$ cat src/pfsf_pkg.sv
// Purpose: Shared constants for the port fault status flag block
// Assumes: Byte-wide registers reached by a simple strobed register port
// Notes:   Offsets, bit positions, widths, counts and reset values are used elsewhere
package pfsf_pkg;

   localparam int          PFSF_ADDR_W        = 8;
   localparam int          PFSF_DATA_W        = 8;

   // Register offsets
   localparam logic [7:0]  PFSF_FAULT_OFS     = 8'h10;
   localparam logic [7:0]  PFSF_IND_OFS       = 8'h11;
   localparam logic [7:0]  PFSF_ERR_OFS       = 8'h13;
   localparam logic [7:0]  PFSF_UNMAPPED_VAL  = 8'h00;

   // Fault register fields
   localparam int          PFSF_OVV_BIT       = 2;
   localparam int          PFSF_BACKV_BIT     = 1;
   localparam int          PFSF_OVC_BIT       = 0;
   localparam int          PFSF_NUM_FAULTS    = 3;

   // Indication register fields
   localparam int          PFSF_BUDGET_BIT    = 7;
   localparam int          PFSF_CC_BIT        = 4;
   localparam int          PFSF_THERMAL_REGULATION_FLAG_BIT      = 3;
   localparam int          PFSF_LOWCUR_BIT    = 2;
   localparam int          PFSF_DETACH_BIT    = 1;
   localparam int          PFSF_PLUGIN_BIT    = 0;
   localparam int          PFSF_NUM_EVENTS    = 3;

   // Error summary register field
   localparam int          PFSF_ERR_BIT       = 0;

   // Reset values
   localparam logic [7:0]  PFSF_FAULT_RST     = 8'h00;
   localparam logic [7:0]  PFSF_IND_RST       = 8'h00;
   localparam logic        PFSF_ERR_RST       = 1'b0;

endpackage

$ cat src/pfsf_sticky_flag.sv
// Purpose: One sticky status flag with clear-on-read and forced clear
// Assumes: All inputs synchronous to clk_i
// Notes:   A set in the clearing cycle always wins
`timescale 1ns/1ns
module pfsf_sticky_flag (
   input  wire logic clk_i,
   input  wire logic srst_i,
   input  wire logic set_i,
   input  wire logic cond_i,
   input  wire logic rd_clr_i,
   input  wire logic force_clr_i,
   output logic      flag_o
);
   import pfsf_pkg::*;

   logic flag_q;
   logic flag_d;

   always_comb begin
      flag_d = flag_q;
      // Read only clears once the condition has gone away
      if (force_clr_i || (rd_clr_i && !cond_i)) begin
         flag_d = 1'b0;
      end
      if (set_i) begin
         flag_d = 1'b1;
      end
   end

   always_ff @(posedge clk_i) begin
      if (srst_i) begin
         flag_q <= 1'b0;
      end else begin
         flag_q <= flag_d;
      end
   end

   assign flag_o = flag_q;

endmodule

$ cat src/pfsf_port_fault_flags.sv
// Purpose: Fault and indication status flags of a USB port power switch
// Assumes: Comparator and event inputs are synchronous; events are pulses
// Notes:   Read data is registered; clear-on-read acts on the read strobe
`timescale 1ns/1ns
module pfsf_port_fault_flags #(
   parameter int ADDR_W = pfsf_pkg::PFSF_ADDR_W
) (
   input  wire logic              clk_i,
   input  wire logic              srst_i,
   // Register port
   input  wire logic              reg_rd_i,
   input  wire logic              reg_wr_i,
   input  wire logic [ADDR_W-1:0] reg_addr_i,
   input  wire logic [7:0]        reg_wdata_i,
   output logic      [7:0]        reg_rdata_o,
   // Comparator levels
   input  wire logic              supply_ov_i,
   input  wire logic              vbus_over_vs_i,
   input  wire logic              vbus_over_vdd_i,
   input  wire logic              ibus_over_ilim_i,
   input  wire logic              ibus_over_r2min_i,
   input  wire logic              cc_region_i,
   input  wire logic              thermal_reg_i,
   // Event pulses
   input  wire logic              budget_done_i,
   input  wire logic              light_load_i,
   input  wire logic              detach_i,
   input  wire logic              plug_in_i,
   // Control
   input  wire logic              port_power_enable_ctl_i,
   input  wire logic              auto_recovery_en_i,
   // Status outputs
   output logic                   alert_n_o,
   output logic                   error_state_o
);
   import pfsf_pkg::*;

   // Offsets are byte values; a narrower address bus would alias them
   if (ADDR_W < 8) begin : g_chk_addr_w
      $error("ADDR_W must be at least 8 to reach the register offsets");
   end

   // Every field position must fit inside the byte-wide registers
   if (PFSF_BUDGET_BIT >= PFSF_DATA_W || PFSF_OVV_BIT >= PFSF_DATA_W) begin : g_chk_fields
      $error("Register field positions exceed the data width");
   end

   logic [PFSF_NUM_FAULTS-1:0] fault_cond;
   logic [PFSF_NUM_FAULTS-1:0] fault_flags;
   logic [PFSF_NUM_EVENTS-1:0] event_set;
   logic [PFSF_NUM_EVENTS-1:0] event_flags;
   logic                       budget_flag;
   logic                       rd_fault;
   logic                       rd_ind;
   logic                       rd_err;
   logic                       wr_err_zero;
   logic                       err_clr;
   logic                       any_fault;
   logic                       err_q;
   logic                       err_d;
   logic                       alert_q;
   logic                       alert_d;
   logic [7:0]                 fault_view;
   logic [7:0]                 ind_view;
   logic [7:0]                 err_view;
   logic [7:0]                 rdata_q;

   function automatic logic addr_hit(input logic [ADDR_W-1:0] a, input logic [7:0] ofs);
      addr_hit = (a == ADDR_W'(ofs));
   endfunction

   assign rd_fault    = reg_rd_i && addr_hit(reg_addr_i, PFSF_FAULT_OFS);
   assign rd_ind      = reg_rd_i && addr_hit(reg_addr_i, PFSF_IND_OFS);
   // A read strobe that hits none of these returns zero
   assign rd_err      = reg_rd_i && addr_hit(reg_addr_i, PFSF_ERR_OFS);
   assign wr_err_zero = reg_wr_i && addr_hit(reg_addr_i, PFSF_ERR_OFS)
                        && !reg_wdata_i[PFSF_ERR_BIT];

   // Fault conditions, comparators already carry the 150 mV margin
   always_comb begin
      fault_cond                 = '0;
      fault_cond[PFSF_OVV_BIT]   = supply_ov_i;
      fault_cond[PFSF_BACKV_BIT] = vbus_over_vs_i || vbus_over_vdd_i;
      fault_cond[PFSF_OVC_BIT]   = ibus_over_ilim_i && ibus_over_r2min_i;
   end

   assign any_fault = |fault_cond;

   // Error summary clear sources; auto-recovery clears once fault conditions and fault flags are gone
   assign err_clr = wr_err_zero || !port_power_enable_ctl_i
                    || (auto_recovery_en_i && !any_fault && (fault_flags == '0));

   // Set and condition share one source, so a read mid-fault never clears
   genvar g;
   generate
      for (g = 0; g < PFSF_NUM_FAULTS; g++) begin : g_fault
         pfsf_sticky_flag u_flag (
            .clk_i       (clk_i),
            .srst_i      (srst_i),
            .set_i       (fault_cond[g]),
            .cond_i      (fault_cond[g]),
            .rd_clr_i    (rd_fault),
            .force_clr_i (err_clr),
            .flag_o      (fault_flags[g])
         );
      end
   endgenerate

   // Indication events: plain clear-on-read
   always_comb begin
      event_set                  = '0;
      event_set[PFSF_LOWCUR_BIT] = light_load_i;
      event_set[PFSF_DETACH_BIT] = detach_i;
      event_set[PFSF_PLUGIN_BIT] = plug_in_i;
   end

   generate
      for (g = 0; g < PFSF_NUM_EVENTS; g++) begin : g_event
         pfsf_sticky_flag u_flag (
            .clk_i       (clk_i),
            .srst_i      (srst_i),
            .set_i       (event_set[g]),
            .cond_i      (1'b0),
            .rd_clr_i    (rd_ind),
            .force_clr_i (1'b0),
            .flag_o      (event_flags[g])
         );
      end
   endgenerate

   // Budget done is an indicator only and never raises alert
   pfsf_sticky_flag u_budget (
      .clk_i       (clk_i),
      .srst_i      (srst_i),
      .set_i       (budget_done_i),
      .cond_i      (1'b0),
      .rd_clr_i    (rd_ind),
      .force_clr_i (1'b0),
      .flag_o      (budget_flag)
   );

   // Error state: a fault in the clearing cycle keeps it set
   always_comb begin
      err_d = err_q;
      if (err_clr) begin
         err_d = 1'b0;
      end
      if (any_fault) begin
         err_d = 1'b1;
      end
   end

   always_ff @(posedge clk_i) begin
      if (srst_i) begin
         err_q <= PFSF_ERR_RST;
      end else begin
         err_q <= err_d;
      end
   end

   // Alert follows the fault and event flags and the live fault conditions, never the error summary bit
   always_comb begin
      alert_d = (|fault_flags) || (|fault_cond) || (|event_flags);
   end

   always_ff @(posedge clk_i) begin
      if (srst_i) begin
         alert_q <= 1'b0;
      end else begin
         alert_q <= alert_d;
      end
   end

   always_comb begin
      fault_view                   = PFSF_FAULT_RST;
      fault_view[PFSF_OVV_BIT]     = fault_flags[PFSF_OVV_BIT];
      fault_view[PFSF_BACKV_BIT]   = fault_flags[PFSF_BACKV_BIT];
      fault_view[PFSF_OVC_BIT]     = fault_flags[PFSF_OVC_BIT];
      ind_view                     = PFSF_IND_RST;
      ind_view[PFSF_BUDGET_BIT]    = budget_flag;
      ind_view[PFSF_CC_BIT]        = cc_region_i;
      ind_view[PFSF_THERMAL_REGULATION_FLAG_BIT]      = thermal_reg_i;
      ind_view[PFSF_LOWCUR_BIT]    = event_flags[PFSF_LOWCUR_BIT];
      ind_view[PFSF_DETACH_BIT]    = event_flags[PFSF_DETACH_BIT];
      ind_view[PFSF_PLUGIN_BIT]    = event_flags[PFSF_PLUGIN_BIT];
      // Bits without a field read as zero
      err_view                     = PFSF_UNMAPPED_VAL;
      err_view[PFSF_ERR_BIT]       = err_q;
   end

   // Read data captures pre-clear value, so a read never loses an event
   always_ff @(posedge clk_i) begin
      if (srst_i) begin
         rdata_q <= PFSF_UNMAPPED_VAL;
      end else if (reg_rd_i) begin
         if (rd_fault) begin
            rdata_q <= fault_view;
         end else if (rd_ind) begin
            rdata_q <= ind_view;
         end else if (rd_err) begin
            rdata_q <= err_view;
         end else begin
            rdata_q <= PFSF_UNMAPPED_VAL;
         end
      end
   end

   assign reg_rdata_o   = rdata_q;
   assign alert_n_o     = !alert_q;
   assign error_state_o = err_q;

endmodule

$ cat config.mk
export PLATFORM = sky130hd
export DESIGN_NAME = pfsf_port_fault_flags
export DESIGN_NICKNAME = d
export VERILOG_FILES = /design/src/pfsf_pkg.sv /design/src/pfsf_sticky_flag.sv /design/src/pfsf_port_fault_flags.sv
export SDC_FILE = /design/constraint.sdc
export NUM_CORES = 1
export LEC_CHECK = 0
export BUFFER_PORTS_ARGS = -buffer_cell sky130_fd_sc_hd__buf_2
export CORE_MARGIN = 5
export CORE_UTILIZATION = 35
export DETAILED_ROUTE_END_ITERATION = 10
export PLACE_DENSITY = 0.7
export RECOVER_POWER = 25
export SLEW_MARGIN = 20
export SYNTH_ARGS = -nofsm -noshare
export SYNTH_HDL_FRONTEND = slang
export SYNTH_HIERARCHICAL = 1
export SYNTH_SLANG_ARGS = --single-unit
$ cat constraint.sdc
create_clock -name clk_i -period 1.48 [get_ports clk_i]
set_input_delay 0.148 -clock clk_i [delete_from_list [all_inputs] [get_ports clk_i]]
set_output_delay 0.148 -clock clk_i [all_outputs]
set_load 0.05 [all_outputs]
---- After elaboration in Yosys (flattened, before gate mapping) ----
Cells that the tools add are included.
storage, ports and cells
  memory bits (read-only) ................. 0
  bits in latches ......................... 0
  bits in registers ....................... 17
  output and inout port bits .............. 10
  logic and storage cells ................. 67
  memories ................................ 0
  bits in writable memories ............... 0
cells by class
  div/mod/pow operators ................... 0
  add/sub/neg operators ................... 0
  shifts and indexed selects .............. 0
  $mul .................................... 0
  equality and inequality tests ........... 3
  magnitude comparators ................... 0
  bitwise gates (word level) .............. 0
  mux-type cells .......................... 16
  reduce and logical (&&, ||, !) cells .... 38
operator list
  cell                                                 count
  equality test 8 x 5 -> 1 bit, second input constant  3
  2-to-1 mux 8 bit                                     2
  nonzero test 2 bit                                   8
  2-to-1 mux 1 bit                                     14
  logical AND 1 bit                                    11
  OR reduction 3 bit                                   3
  logical OR 1 bit                                     8
  zero test 1 bit                                      7
  zero test 3 bit                                      1

---- Longest topological paths before layout ----
Gate-level depths: netlist of the first run.
  word-level depth ........................ 9
  depth in mapped cells ................... 6
  depth with buffers taken out ............ 6

---- Modules after synthesis ----
The synthesis of the first run kept the hierarchy.
modules (own cells, without submodules)
  module                 area an instance (µm²)  sequential area each (µm²)  instances  cells each
  pfsf_port_fault_flags  510.5                   160.2                       1          58
  pfsf_sticky_flag       40.0                    20.0                        7          5

---- Worst setup path after synthesis of the first run ----
No wires, ideal clock.
  path type ............................... input to register
  from .................................... in reg_addr_i[3]
  to ...................................... reg g_event[0].u_flag.flag_q
  data arrival time ....................... 1178 ps
  stages .................................. 6
  data required time ...................... 1365 ps
  setup time .............................. 115 ps
  buffers on the path ..................... 0
  path slack .............................. 186 ps
  cells stage by stage .................... nor2_1 -> nand4b_1 -> nor4bb_1 -> nand2b_1 -> a31oi_1 -> nor2_1
between the ends
  longest elaborated chain between the ends .. 3
RTL lines
  item                          RTL line                     source
  start: declaration            pfsf_port_fault_flags.sv:13  input wire logic [ADDR_W-1:0] reg_addr_i,
  equality test 8 x 5 -> 1 bit  pfsf_port_fault_flags.sv:69  addr_hit = (a == ADDR_W'(ofs));
  logical AND 1 bit             pfsf_port_fault_flags.sv:73  assign rd_ind = reg_rd_i && addr_hit(reg_addr_i, PFSF_IND_OFS);
  via rd_ind                    pfsf_port_fault_flags.sv:54  logic rd_ind;
  nonzero test 2 bit (no line)  -
  end signal: assignment        pfsf_sticky_flag.sv:34       flag_q <= flag_d;
  end: declaration              pfsf_sticky_flag.sv:16       logic flag_q;
The timed path passes the listed nets, and every way through them passes these cells.
A chain may end at the register's enable or synchronous reset.

---- Worst setup path after layout of the first run ----
  from .................................... reg g_fault[2].u_flag.flag_q
  to ...................................... reg g_fault[2].u_flag.flag_q
between the ends
  longest elaborated chain between the ends .. 5
RTL lines
  item                          RTL line                     source
  start: declaration            pfsf_sticky_flag.sv:16
  start signal: assignment      pfsf_sticky_flag.sv:34
  zero test 3 bit               pfsf_port_fault_flags.sv:91  || (auto_recovery_en_i && !any_fault && (fault_flags == '0));
  logical AND 1 bit             pfsf_port_fault_flags.sv:91
  logical OR 1 bit              pfsf_port_fault_flags.sv:91
  via err_clr                   pfsf_port_fault_flags.sv:57  logic err_clr;
  logical OR 1 bit              pfsf_sticky_flag.sv:22       if (force_clr_i || (rd_clr_i && !cond_i)) begin
  nonzero test 2 bit (no line)  -
The timed path passes the listed nets, and every way through them passes these cells.

==> impl_metrics.yaml, run 1 <==
drt:
  viasPerCell: 4.792
  met1_length_um: 818
  wl_per_cell_um: 11.65
  drc: 0
  totalWireLength_mm: 1.957
  top_layer: "met4"
  drt_iter0_drc: 13
  dr.pass1.iters: 4
  num_vias: 805
  routed-wl-met2_um: 941
  antenna_left: 0
  wl_met3_um: 145
finish:
  regArea_um2: 300.3
  multi_input_area_um2: 447.9
  antenna-diode-count: 0
  drive_above_1_share_pct: 31.43
  final_common_cell: "buf_2"
  syn_to_final_growth_pct: 32.28
  mostFrequentLayoutCells: "buf_2 (33), dfxtp_1 (15), nand2b_1 (12)"
  utilization_pct: 47.74
  nets: 174
  fill_cells: 227
global_routing:
  grt-ovfl-total: 0
  grt_max_degree: 16
  grt_pass1_wl_mm: 3.277
  grt_pass1_vias: 791
  antenna_found_initial: 0
  track_usage_pct: 12.64
hold_path:
  min_from: "budget_done_i"
  min_path_cells: 3
  hold_class: "in2reg"
  whs_endpoint: "u_budget/flag_o$_SDFFE_PP0P_"
power_and_ir_drop:
  switchingPower_w: 0.0002262
  clkPwrFrac_pct: 28.2
  p_int_w: 0.0005891
  sequentialPowerShare_pct: 53.1
  ir_drop_v: 0.0002948
  cellLeakagePower_nw: 0.4726
  p_per_area_nw_per_um2: 779.5
  swShare_pct: 27.75
  p_comb_share_pct: 18.8
synth:
  ys_seq_elements: 15
  synth.distinct_cells: 29
  netlist_area_um2: 790.8
  syn_area_per_cell_um2: 8.503
  syn_inst: 93
  async_reset_ff_share_pct: 0
  synth-edff-count: 0
  synth_flop_cell: "dfxtp_1"
  yosysSeqAreaShare_pct: 37.97
  yosys_warnings: 6
floorplan:
  core_area_um2: 2191
  dieArea_um2: 3310
  initial_core_util_pct: 36.09
  rows: 17
  chipWidth_um: 57.53
  io_pins: 43
  die_h_um: 57.53
clock_network:
  post-cts-setup-buffers: 0
  cts_hold_buffers: 0
  clock_path_buffers: 2
  cts_tree: "yes"
  cts_num_sinks: 15
  htreeDepth: 1
  cts_inserted_buffers: 3
  ctsResizeCount: 0
  clk_pin_slew_ns: 0.08
  clk-insertion-delay-late_ns: 0.28
  cts-root-buf: "clkbuf_4"
flow_run:
  maxCapViolCount: 0
sta:
  rsz0062_at_grt: "false"
  min_period_over_period_pct: 85.38
  timing.fmax_mhz: 791.4
  finalSetupViolations: 0
  drv_slew: 0
  tns_ns: 0
  hold_viol: 0
  layout_setup_ws_ns: 0.2164
  period_minus_slack_ns: 1.264
  skew_ns: 0.003591
  hold_ws_ns: 0.06887
setup_path:
  worstSetupPathType: "reg2reg"
  worstSetupStartpointType: "register"
  critPathBufInv: 1
  critPathCaptureType: "register"
  reg2reg_slack_ns: 0.22
  cpLargestDelayFamily: "simple AND/OR/NAND/NOR gates"
  slowest_delay_ns: 0.33
  critPathArrivalTime_ns: 1.44
  cp_slowest_cell: "dfxtp_1"
  cp.required_ns: 1.66
  reg2reg_depth: 6
  cp_max_fo: 3
  r2r-start: "g_fault[2].u_flag/flag_o$_SDFFE_PP0P_"
  cp_cell_sequence: "nor3_1, nand3_1, nand2_1, inv_1, a31oi_1, nor2_1"
  r2r_end: "g_fault[2].u_flag/flag_o$_SDFFE_PP0P_"
placement:
  place_congestion: 0.8016
  dp_slack_ns: 0.05113
  portBuffers: 33
  dpl.hpwl_mm: 1.562
run_status:
  outcome: "complete, no violations"
-- power groups by stage --
stage / Clock, W / Combinational (W) / Sequential (W)
after floorplan: 0 / 0.0000820 / 0.000452
after global placement: 0 / 0.000153 / 0.000442
after detailed placement: 0 / 0.000157 / 0.000442
after CTS: 0.000242 / 0.000158 / 0.000433
after global routing: 0.000271 / 0.000168 / 0.000436
final: 0.000230 / 0.000153 / 0.000433
-- how the worst max path moves through the flow --
stage                     cells past startpoint                               endpoint                             startpoint  slack (ns)
final                                         6  g_fault[2].u_flag/flag_o$_SDFFE_PP0P_  g_fault[2].u_flag/flag_o$_SDFFE_PP0P_        0.22
after detailed placement                      8  g_event[2].u_flag/flag_o$_SDFFE_PP0P_                          reg_addr_i[3]        0.05
after global routing                          6  g_fault[1].u_flag/flag_o$_SDFFE_PP0P_  g_fault[2].u_flag/flag_o$_SDFFE_PP0P_        0.09
after CTS                                     6  g_fault[2].u_flag/flag_o$_SDFFE_PP0P_  g_fault[2].u_flag/flag_o$_SDFFE_PP0P_        0.22
after global placement                        8  g_event[2].u_flag/flag_o$_SDFFE_PP0P_                          reg_addr_i[3]        0.06
after floorplan                               6  g_event[0].u_flag/flag_o$_SDFFE_PP0P_                          reg_addr_i[3]        0.19
-- sequential cells by signal, indices dropped and copies added, names as in the netlist --
signal                 flops
reg_rdata_o                6
u_budget/flag_o            1
g_event.u_flag/flag_o      3
alert_q                    1
error_state_o              1
g_fault.u_flag/flag_o      3
-- final cells by class --
cell class	count	area share (%)
Clock buffer	4	2.512
Inverter	10	3.589
Multi-Input combinational cell	73	42.82
Sequential cell	15	28.71
Tap cell	28	3.349
Timing Repair Buffer	38	19.02
-- per-layer routing --
metal | vias to the layer above | GRT usage (%)
met5 | - | 0
met2 | 26 | 21.61
li1 | 413 | -
met1 | 361 | 14.04
met3 | 5 | 2.715
met4 | 0 | 7.947
-- cell usage after synthesis, types with 2 or more instances --
library cell / number / area, um^2
buf_4: 2 / 15.01
nor3_1: 2 / 10.01
nand3_1: 3 / 15.01
nor2_1: 10 / 37.54
nand2b_1: 12 / 75.07
a21oi_1: 5 / 25.02
a31oi_1: 10 / 62.56
nor4b_4: 2 / 47.55
inv_1: 10 / 37.54
dfxtp_1: 15 / 300.3
nand4_1: 4 / 25.02
-- metrics by stage --
stage / instance area (um^2) / cells / total power [W]
after floorplan: 824.5 / 102 / 0.0005339
after global placement: 1039 / 164 / 0.0005949
after detailed placement: 1039 / 164 / 0.0005989
after CTS: 1065 / 168 / 0.0008324
after global routing: 1046 / 168 / 0.0008748
final: 1046 / 168 / 0.0008154
-- worst min-delay path, stage by stage --
cell and delay (ns):
buf_2 0.08, a31oi_1 0.03, nor2_1 0.06
-- cells by family after synthesis --
family | count (synthesis) | share of synthesized area [%]
buffers and inverters | 14 | 7.752
flip-flops | 15 | 37.97
AO/OA/AOI/OAI | 19 | 15.82
other | 1 | 0.4742
multiplexers | 2 | 2.848
AND/OR/NAND/NOR | 42 | 35.13
No activity file was read; power rests on OpenSTA's default activity.
==> run 2, diff against run 1 <==
--- a/config.mk
+++ b/config.mk
@@ -8,6 +8,7 @@
 export BUFFER_PORTS_ARGS = -buffer_cell sky130_fd_sc_hd__buf_2
 export CORE_MARGIN = 5
 export CORE_UTILIZATION = 35
+export CTS_BUF_LIST = sky130_fd_sc_hd__clkbuf_16
 export DETAILED_ROUTE_END_ITERATION = 10
 export PLACE_DENSITY = 0.7
 export RECOVER_POWER = 25
==> run 2 against run 1 <==
Compared with the run above: global-route usage down 0.42 points; non-clock buffer count unchanged; total power up 35%; fmax up 0.17%; sequential share of layout area down 1.4 points; clock-buffer cell count down 1; core utilization up 2.4 points.
==> impl_metrics.yaml, run 2 (same netlist as run 1, synthesis figures left out) <==
clock_network:
  cts_num_sinks: 15
  clk-insertion-delay-late_ns: 0.24
  cts_tree: "yes"
  cts_inserted_buffers: 3
  cts_hold_buffers: 0
  cts-root-buf: "clkbuf_16"
  ctsResizeCount: 0
  clock_path_buffers: 2
  post-cts-setup-buffers: 0
  htreeDepth: 1
  clk_pin_slew_ns: 0.05
drt:
  num_vias: 837
  dr.pass1.iters: 4
  antenna_left: 0
  drt_iter0_drc: 16
  drc: 0
  wl_per_cell_um: 11.90
  totalWireLength_mm: 2.000
  viasPerCell: 4.982
finish:
  largest_register_ff_count: 6
  nets: 174
  syn_to_final_growth_pct: 38.92
  mostFrequentLayoutCells: "buf_2 (33), dfxtp_1 (15), nand2b_1 (12)"
  antenna-diode-count: 0
  final_common_cell: "buf_2"
  design_area_um2: 1099
  drive_above_1_share_pct: 31.43
power_and_ir_drop:
  ir_drop_v: 0.0004637
  p_per_area_nw_per_um2: 999.7
  finalPower_w: 0.001098
  cellLeakagePower_nw: 0.4999
sta:
  finalSetupViolations: 0
  min_period_over_period_pct: 85.23
  rsz0062_at_grt: "false"
  tns_ns: 0
  period_minus_slack_ns: 1.261
  hold_viol: 0
  skew_ns: 0.001911
  drv_slew: 0
  timing.fmax_mhz: 792.7
floorplan:
  die_h_um: 57.53
  initial_core_util_pct: 36.09
  rows: 17
  dieArea_um2: 3310
  io_pins: 43
  core_area_um2: 2191
  chipWidth_um: 57.53
flow_run:
  maxCapViolCount: 0
setup_path:
  critPathArrivalTime_ns: 1.39
  critPathCaptureType: "register"
  reg2reg_slack_ns: 0.22
  worstSetupStartpointType: "register"
  cp-startpoint: "g_fault[2].u_flag/flag_o$_SDFFE_PP0P_"
  cp.required_ns: 1.60
  worstSetupPathType: "reg2reg"
  cp_max_fo: 3
  cp-endpoint: "g_fault[2].u_flag/flag_o$_SDFFE_PP0P_"
  reg2reg_depth: 6
  r2r-start: "g_fault[2].u_flag/flag_o$_SDFFE_PP0P_"
  r2r_end: "g_fault[2].u_flag/flag_o$_SDFFE_PP0P_"
placement:
  dpl.hpwl_mm: 1.562
  place_congestion: 0.8016
  placed_area_um2: 1039
  portBuffers: 33
global_routing:
  grt_pass1_vias: 812
  grt-ovfl-total: 0
  antenna_found_initial: 0
  grt_max_degree: 16
  track_usage_pct: 12.22
  grt_pass1_wl_mm: 3.284
hold_path:
  hold_class: "in2reg"
run_status:
  outcome: "complete, no violations"
## run 2: cell types whose count changed in the layout (fill, tap and decap cells not counted), sizes merged
cell / change
clkbuf: -1
inv: +1
## run 2: power by group
part | internal [W] | switching (W) | leakage [nW]
registers | 0.000423 | 0.0000116 | 0.124
logic | 0.0000633 | 0.0000903 | 0.334
clock network | 0.000357 | 0.000153 | 0.0423
## run 2: worst min path at each step
stage             startpoint  cells after the start  slack [ns]                               endpoint
3_5_place_dp   budget_done_i                      3        0.36           u_budget/flag_o$_SDFFE_PP0P_
4_1_cts        budget_done_i                      3        0.11           u_budget/flag_o$_SDFFE_PP0P_
5_1_grt        budget_done_i                      3        0.14           u_budget/flag_o$_SDFFE_PP0P_
3_3_place_gp        detach_i                      3        0.36  g_event[1].u_flag/flag_o$_SDFFE_PP0P_
6_report       budget_done_i                      3        0.11           u_budget/flag_o$_SDFFE_PP0P_
2_1_floorplan         srst_i                      1        0.22  g_event[0].u_flag/flag_o$_SDFFE_PP0P_
## run 2: area by class of cell
| class | count | area, um^2 |
|---|---|---|
| clock inverter | 1 | 3.754 |
| multi-input combinational | 73 | 447.9 |
| fill | 217 | 1092 |
| inverter | 10 | 37.54 |
| tap | 28 | 35.03 |
| timing repair buffer | 38 | 198.9 |
| sequential | 15 | 300.3 |
| clock buffer | 3 | 75.07 |
## run 2: per-stage QoR
stage | setup WS (ns) | util, % | hold WS [ns] | cells
CTS | 0.2219 | 51.00 | 0.1142 | 168
global route | 0.1121 | 50.14 | 0.1418 | 168
detailed placement | 0.05113 | 47.40 | 0.3625 | 164
finish | 0.2186 | 50.14 | 0.1104 | 168
global placement | 0.05915 | 47.40 | 0.3597 | 164
floorplan | 0.1865 | - | 0.2204 | 102
## run 2: worst max-delay path, stage by stage (launching register included)
cell     delay, ns
dfxtp_1       0.32
nor3_1        0.25
nand3_1       0.14
nand2_1       0.14
inv_1         0.05
a31oi_1       0.18
nor2_1        0.05
## run 2: layer usage
metal,wire (um),track usage [%],part of all wire (%)
met1,842,14.17,42
met2,977,21.45,49
met3,147,2.036,7.4
met4,32,5.960,1.6
met5,0,0,0
==> run 3, diff against run 2 <==
==> constraint.sdc (replaced) <==
create_clock -name clk_i -period 1.48 [get_ports clk_i]
set_input_delay 0.148 -clock clk_i [delete_from_list [all_inputs] [get_ports clk_i]]
set_output_delay 0.148 -clock clk_i [all_outputs]
set_load 0.01 [all_outputs]
==> run 3 against run 2 <==
Compared with the run above: register-to-register slack is essentially flat; worst setup slack stayed put; die area stayed put; routed wire length is 0.25% higher; sequential power about the same; fmax unchanged; first-iteration DRC count increased by 50%; critical endpoint unchanged; largest cell class unchanged; largest power group unchanged.
==> impl_metrics.yaml, run 3 (same netlist as run 1, synthesis figures left out) <==
run_status:
  outcome: "complete, no violations"
setup_path:
  cpLargestDelayFamily: "simple AND/OR/NAND/NOR gates"
  worstSetupPathType: "reg2reg"
  critPathBufInv: 1
  cp_max_fo: 3
  cp.required_ns: 1.60
  worstSetupStartpointType: "register"
  critPathCaptureType: "register"
  cp_cell_sequence: "nor3_1, nand3_1, nand2_1, inv_1, a31oi_1, nor2_1"
  slowest_delay_ns: 0.32
  critPathArrivalTime_ns: 1.39
  cp_slowest_cell: "dfxtp_1"
drt:
  viasPerCell: 4.976
  antenna_left: 0
  drc: 0
  dr.pass1.iters: 4
  wl_per_cell_um: 11.93
  drt_iter0_drc: 24
  num_vias: 836
  totalWireLength_mm: 2.005
floorplan:
  io_pins: 43
  rows: 17
  core_area_um2: 2191
  die_h_um: 57.53
  dieArea_um2: 3310
  chipWidth_um: 57.53
  initial_core_util_pct: 36.09
sta:
  hold_ws_ns: 0.1105
  rsz0062_at_grt: "false"
  hold_viol: 0
  finalSetupViolations: 0
  timing.fmax_mhz: 792.7
  drv_slew: 0
  period_minus_slack_ns: 1.261
  skew_ns: 0.001916
  min_period_over_period_pct: 85.23
  tns_ns: 0
flow_run:
  maxCapViolCount: 0
finish:
  syn_to_final_growth_pct: 40.51
  largest_register_ff_count: 6
  nets: 174
  finalNonFillerCells: 168
  drive_above_1_share_pct: 29.29
  antenna-diode-count: 0
  final_common_cell: "buf_2"
  mostFrequentLayoutCells: "buf_2 (28), dfxtp_1 (15), nand2b_1 (12)"
global_routing:
  antenna_found_initial: 0
  grt-ovfl-total: 0
  grt_max_degree: 16
  grt_pass1_vias: 812
  grt_pass1_wl_mm: 3.284
  track_usage_pct: 12.22
power_and_ir_drop:
  p_per_area_nw_per_um2: 969.4
  ir_drop_v: 0.0004353
  cellLeakagePower_nw: 0.4909
clock_network:
  clk-insertion-delay-late_ns: 0.24
  cts-root-buf: "clkbuf_16"
  ctsResizeCount: 0
  cts_num_sinks: 15
  htreeDepth: 1
  cts_tree: "yes"
  post-cts-setup-buffers: 0
  cts_inserted_buffers: 3
  clock_path_buffers: 2
  cts_hold_buffers: 0
  clk_pin_slew_ns: 0.05
placement:
  place_inst: 164
  portBuffers: 33
  place_congestion: 0.8016
  dpl.hpwl_mm: 1.562
hold_path:
  hold_class: "in2reg"
==> run 3: through the flow <==
| stage | power, W | worst slack [ns] | utilization, % | instance area [um^2] |
|---|---|---|---|---|
| after CTS | 0.001085 | 0.2219 | 51.00 | 1117 |
| after global routing | 0.001123 | 0.1121 | 50.71 | 1111 |
| after floorplan | 0.0005089 | 0.1865 | - | 824.5 |
| after global placement | 0.0005700 | 0.05915 | 47.40 | 1039 |
| final | 0.001077 | 0.2186 | 50.71 | 1111 |
| after detailed placement | 0.0005740 | 0.05113 | 47.40 | 1039 |
==> run 3: final timing paths <==
kind | depth (start not counted) | start | slack [ns] | end
hold reg to reg | 2 | reg_rdata_o[3]$_SDFFE_PP0P_ | 0.47 | reg_rdata_o[3]$_SDFFE_PP0P_
hold / removal | 3 | budget_done_i | 0.11 | u_budget/flag_o$_SDFFE_PP0P_
setup / recovery | 6 | g_fault[2].u_flag/flag_o$_SDFFE_PP0P_ | 0.22 | g_fault[2].u_flag/flag_o$_SDFFE_PP0P_
setup reg to reg | 6 | g_fault[2].u_flag/flag_o$_SDFFE_PP0P_ | 0.22 | g_fault[2].u_flag/flag_o$_SDFFE_PP0P_
==> run 3: report_power, final <==
group          switching [W]  internal, W
clock               0.000153     0.000357
combinational      0.0000679    0.0000646
sequential         0.0000117     0.000423
total               0.000233     0.000844
==> run 3: worst register-to-register path, stage by stage, from the launching register on <==
cell and delay [ns]:
dfxtp_1 0.32, nor3_1 0.25, nand3_1 0.14, nand2_1 0.14, inv_1 0.05, a31oi_1 0.18
nor2_1 0.05
==> run 3: layout make-up <==
class | instances | area, um^2
fillers | 216 | 1080
inverters | 10 | 37.54
clock buffers | 3 | 75.07
repair buffers | 38 | 196.4
multi-input cells | 73 | 462.9
well taps | 28 | 35.03
flip-flops and latches | 15 | 300.3
clock inverters | 1 | 3.754
==> run 3: per-layer routing <==
layer	global-route usage, %	share of wire (%)	up-vias
met5	0	0	-
met4	5.960	1.6	0
met3	2.036	7.8	5
met2	21.45	49	33
met1	14.17	42	381
li1	-	-	417
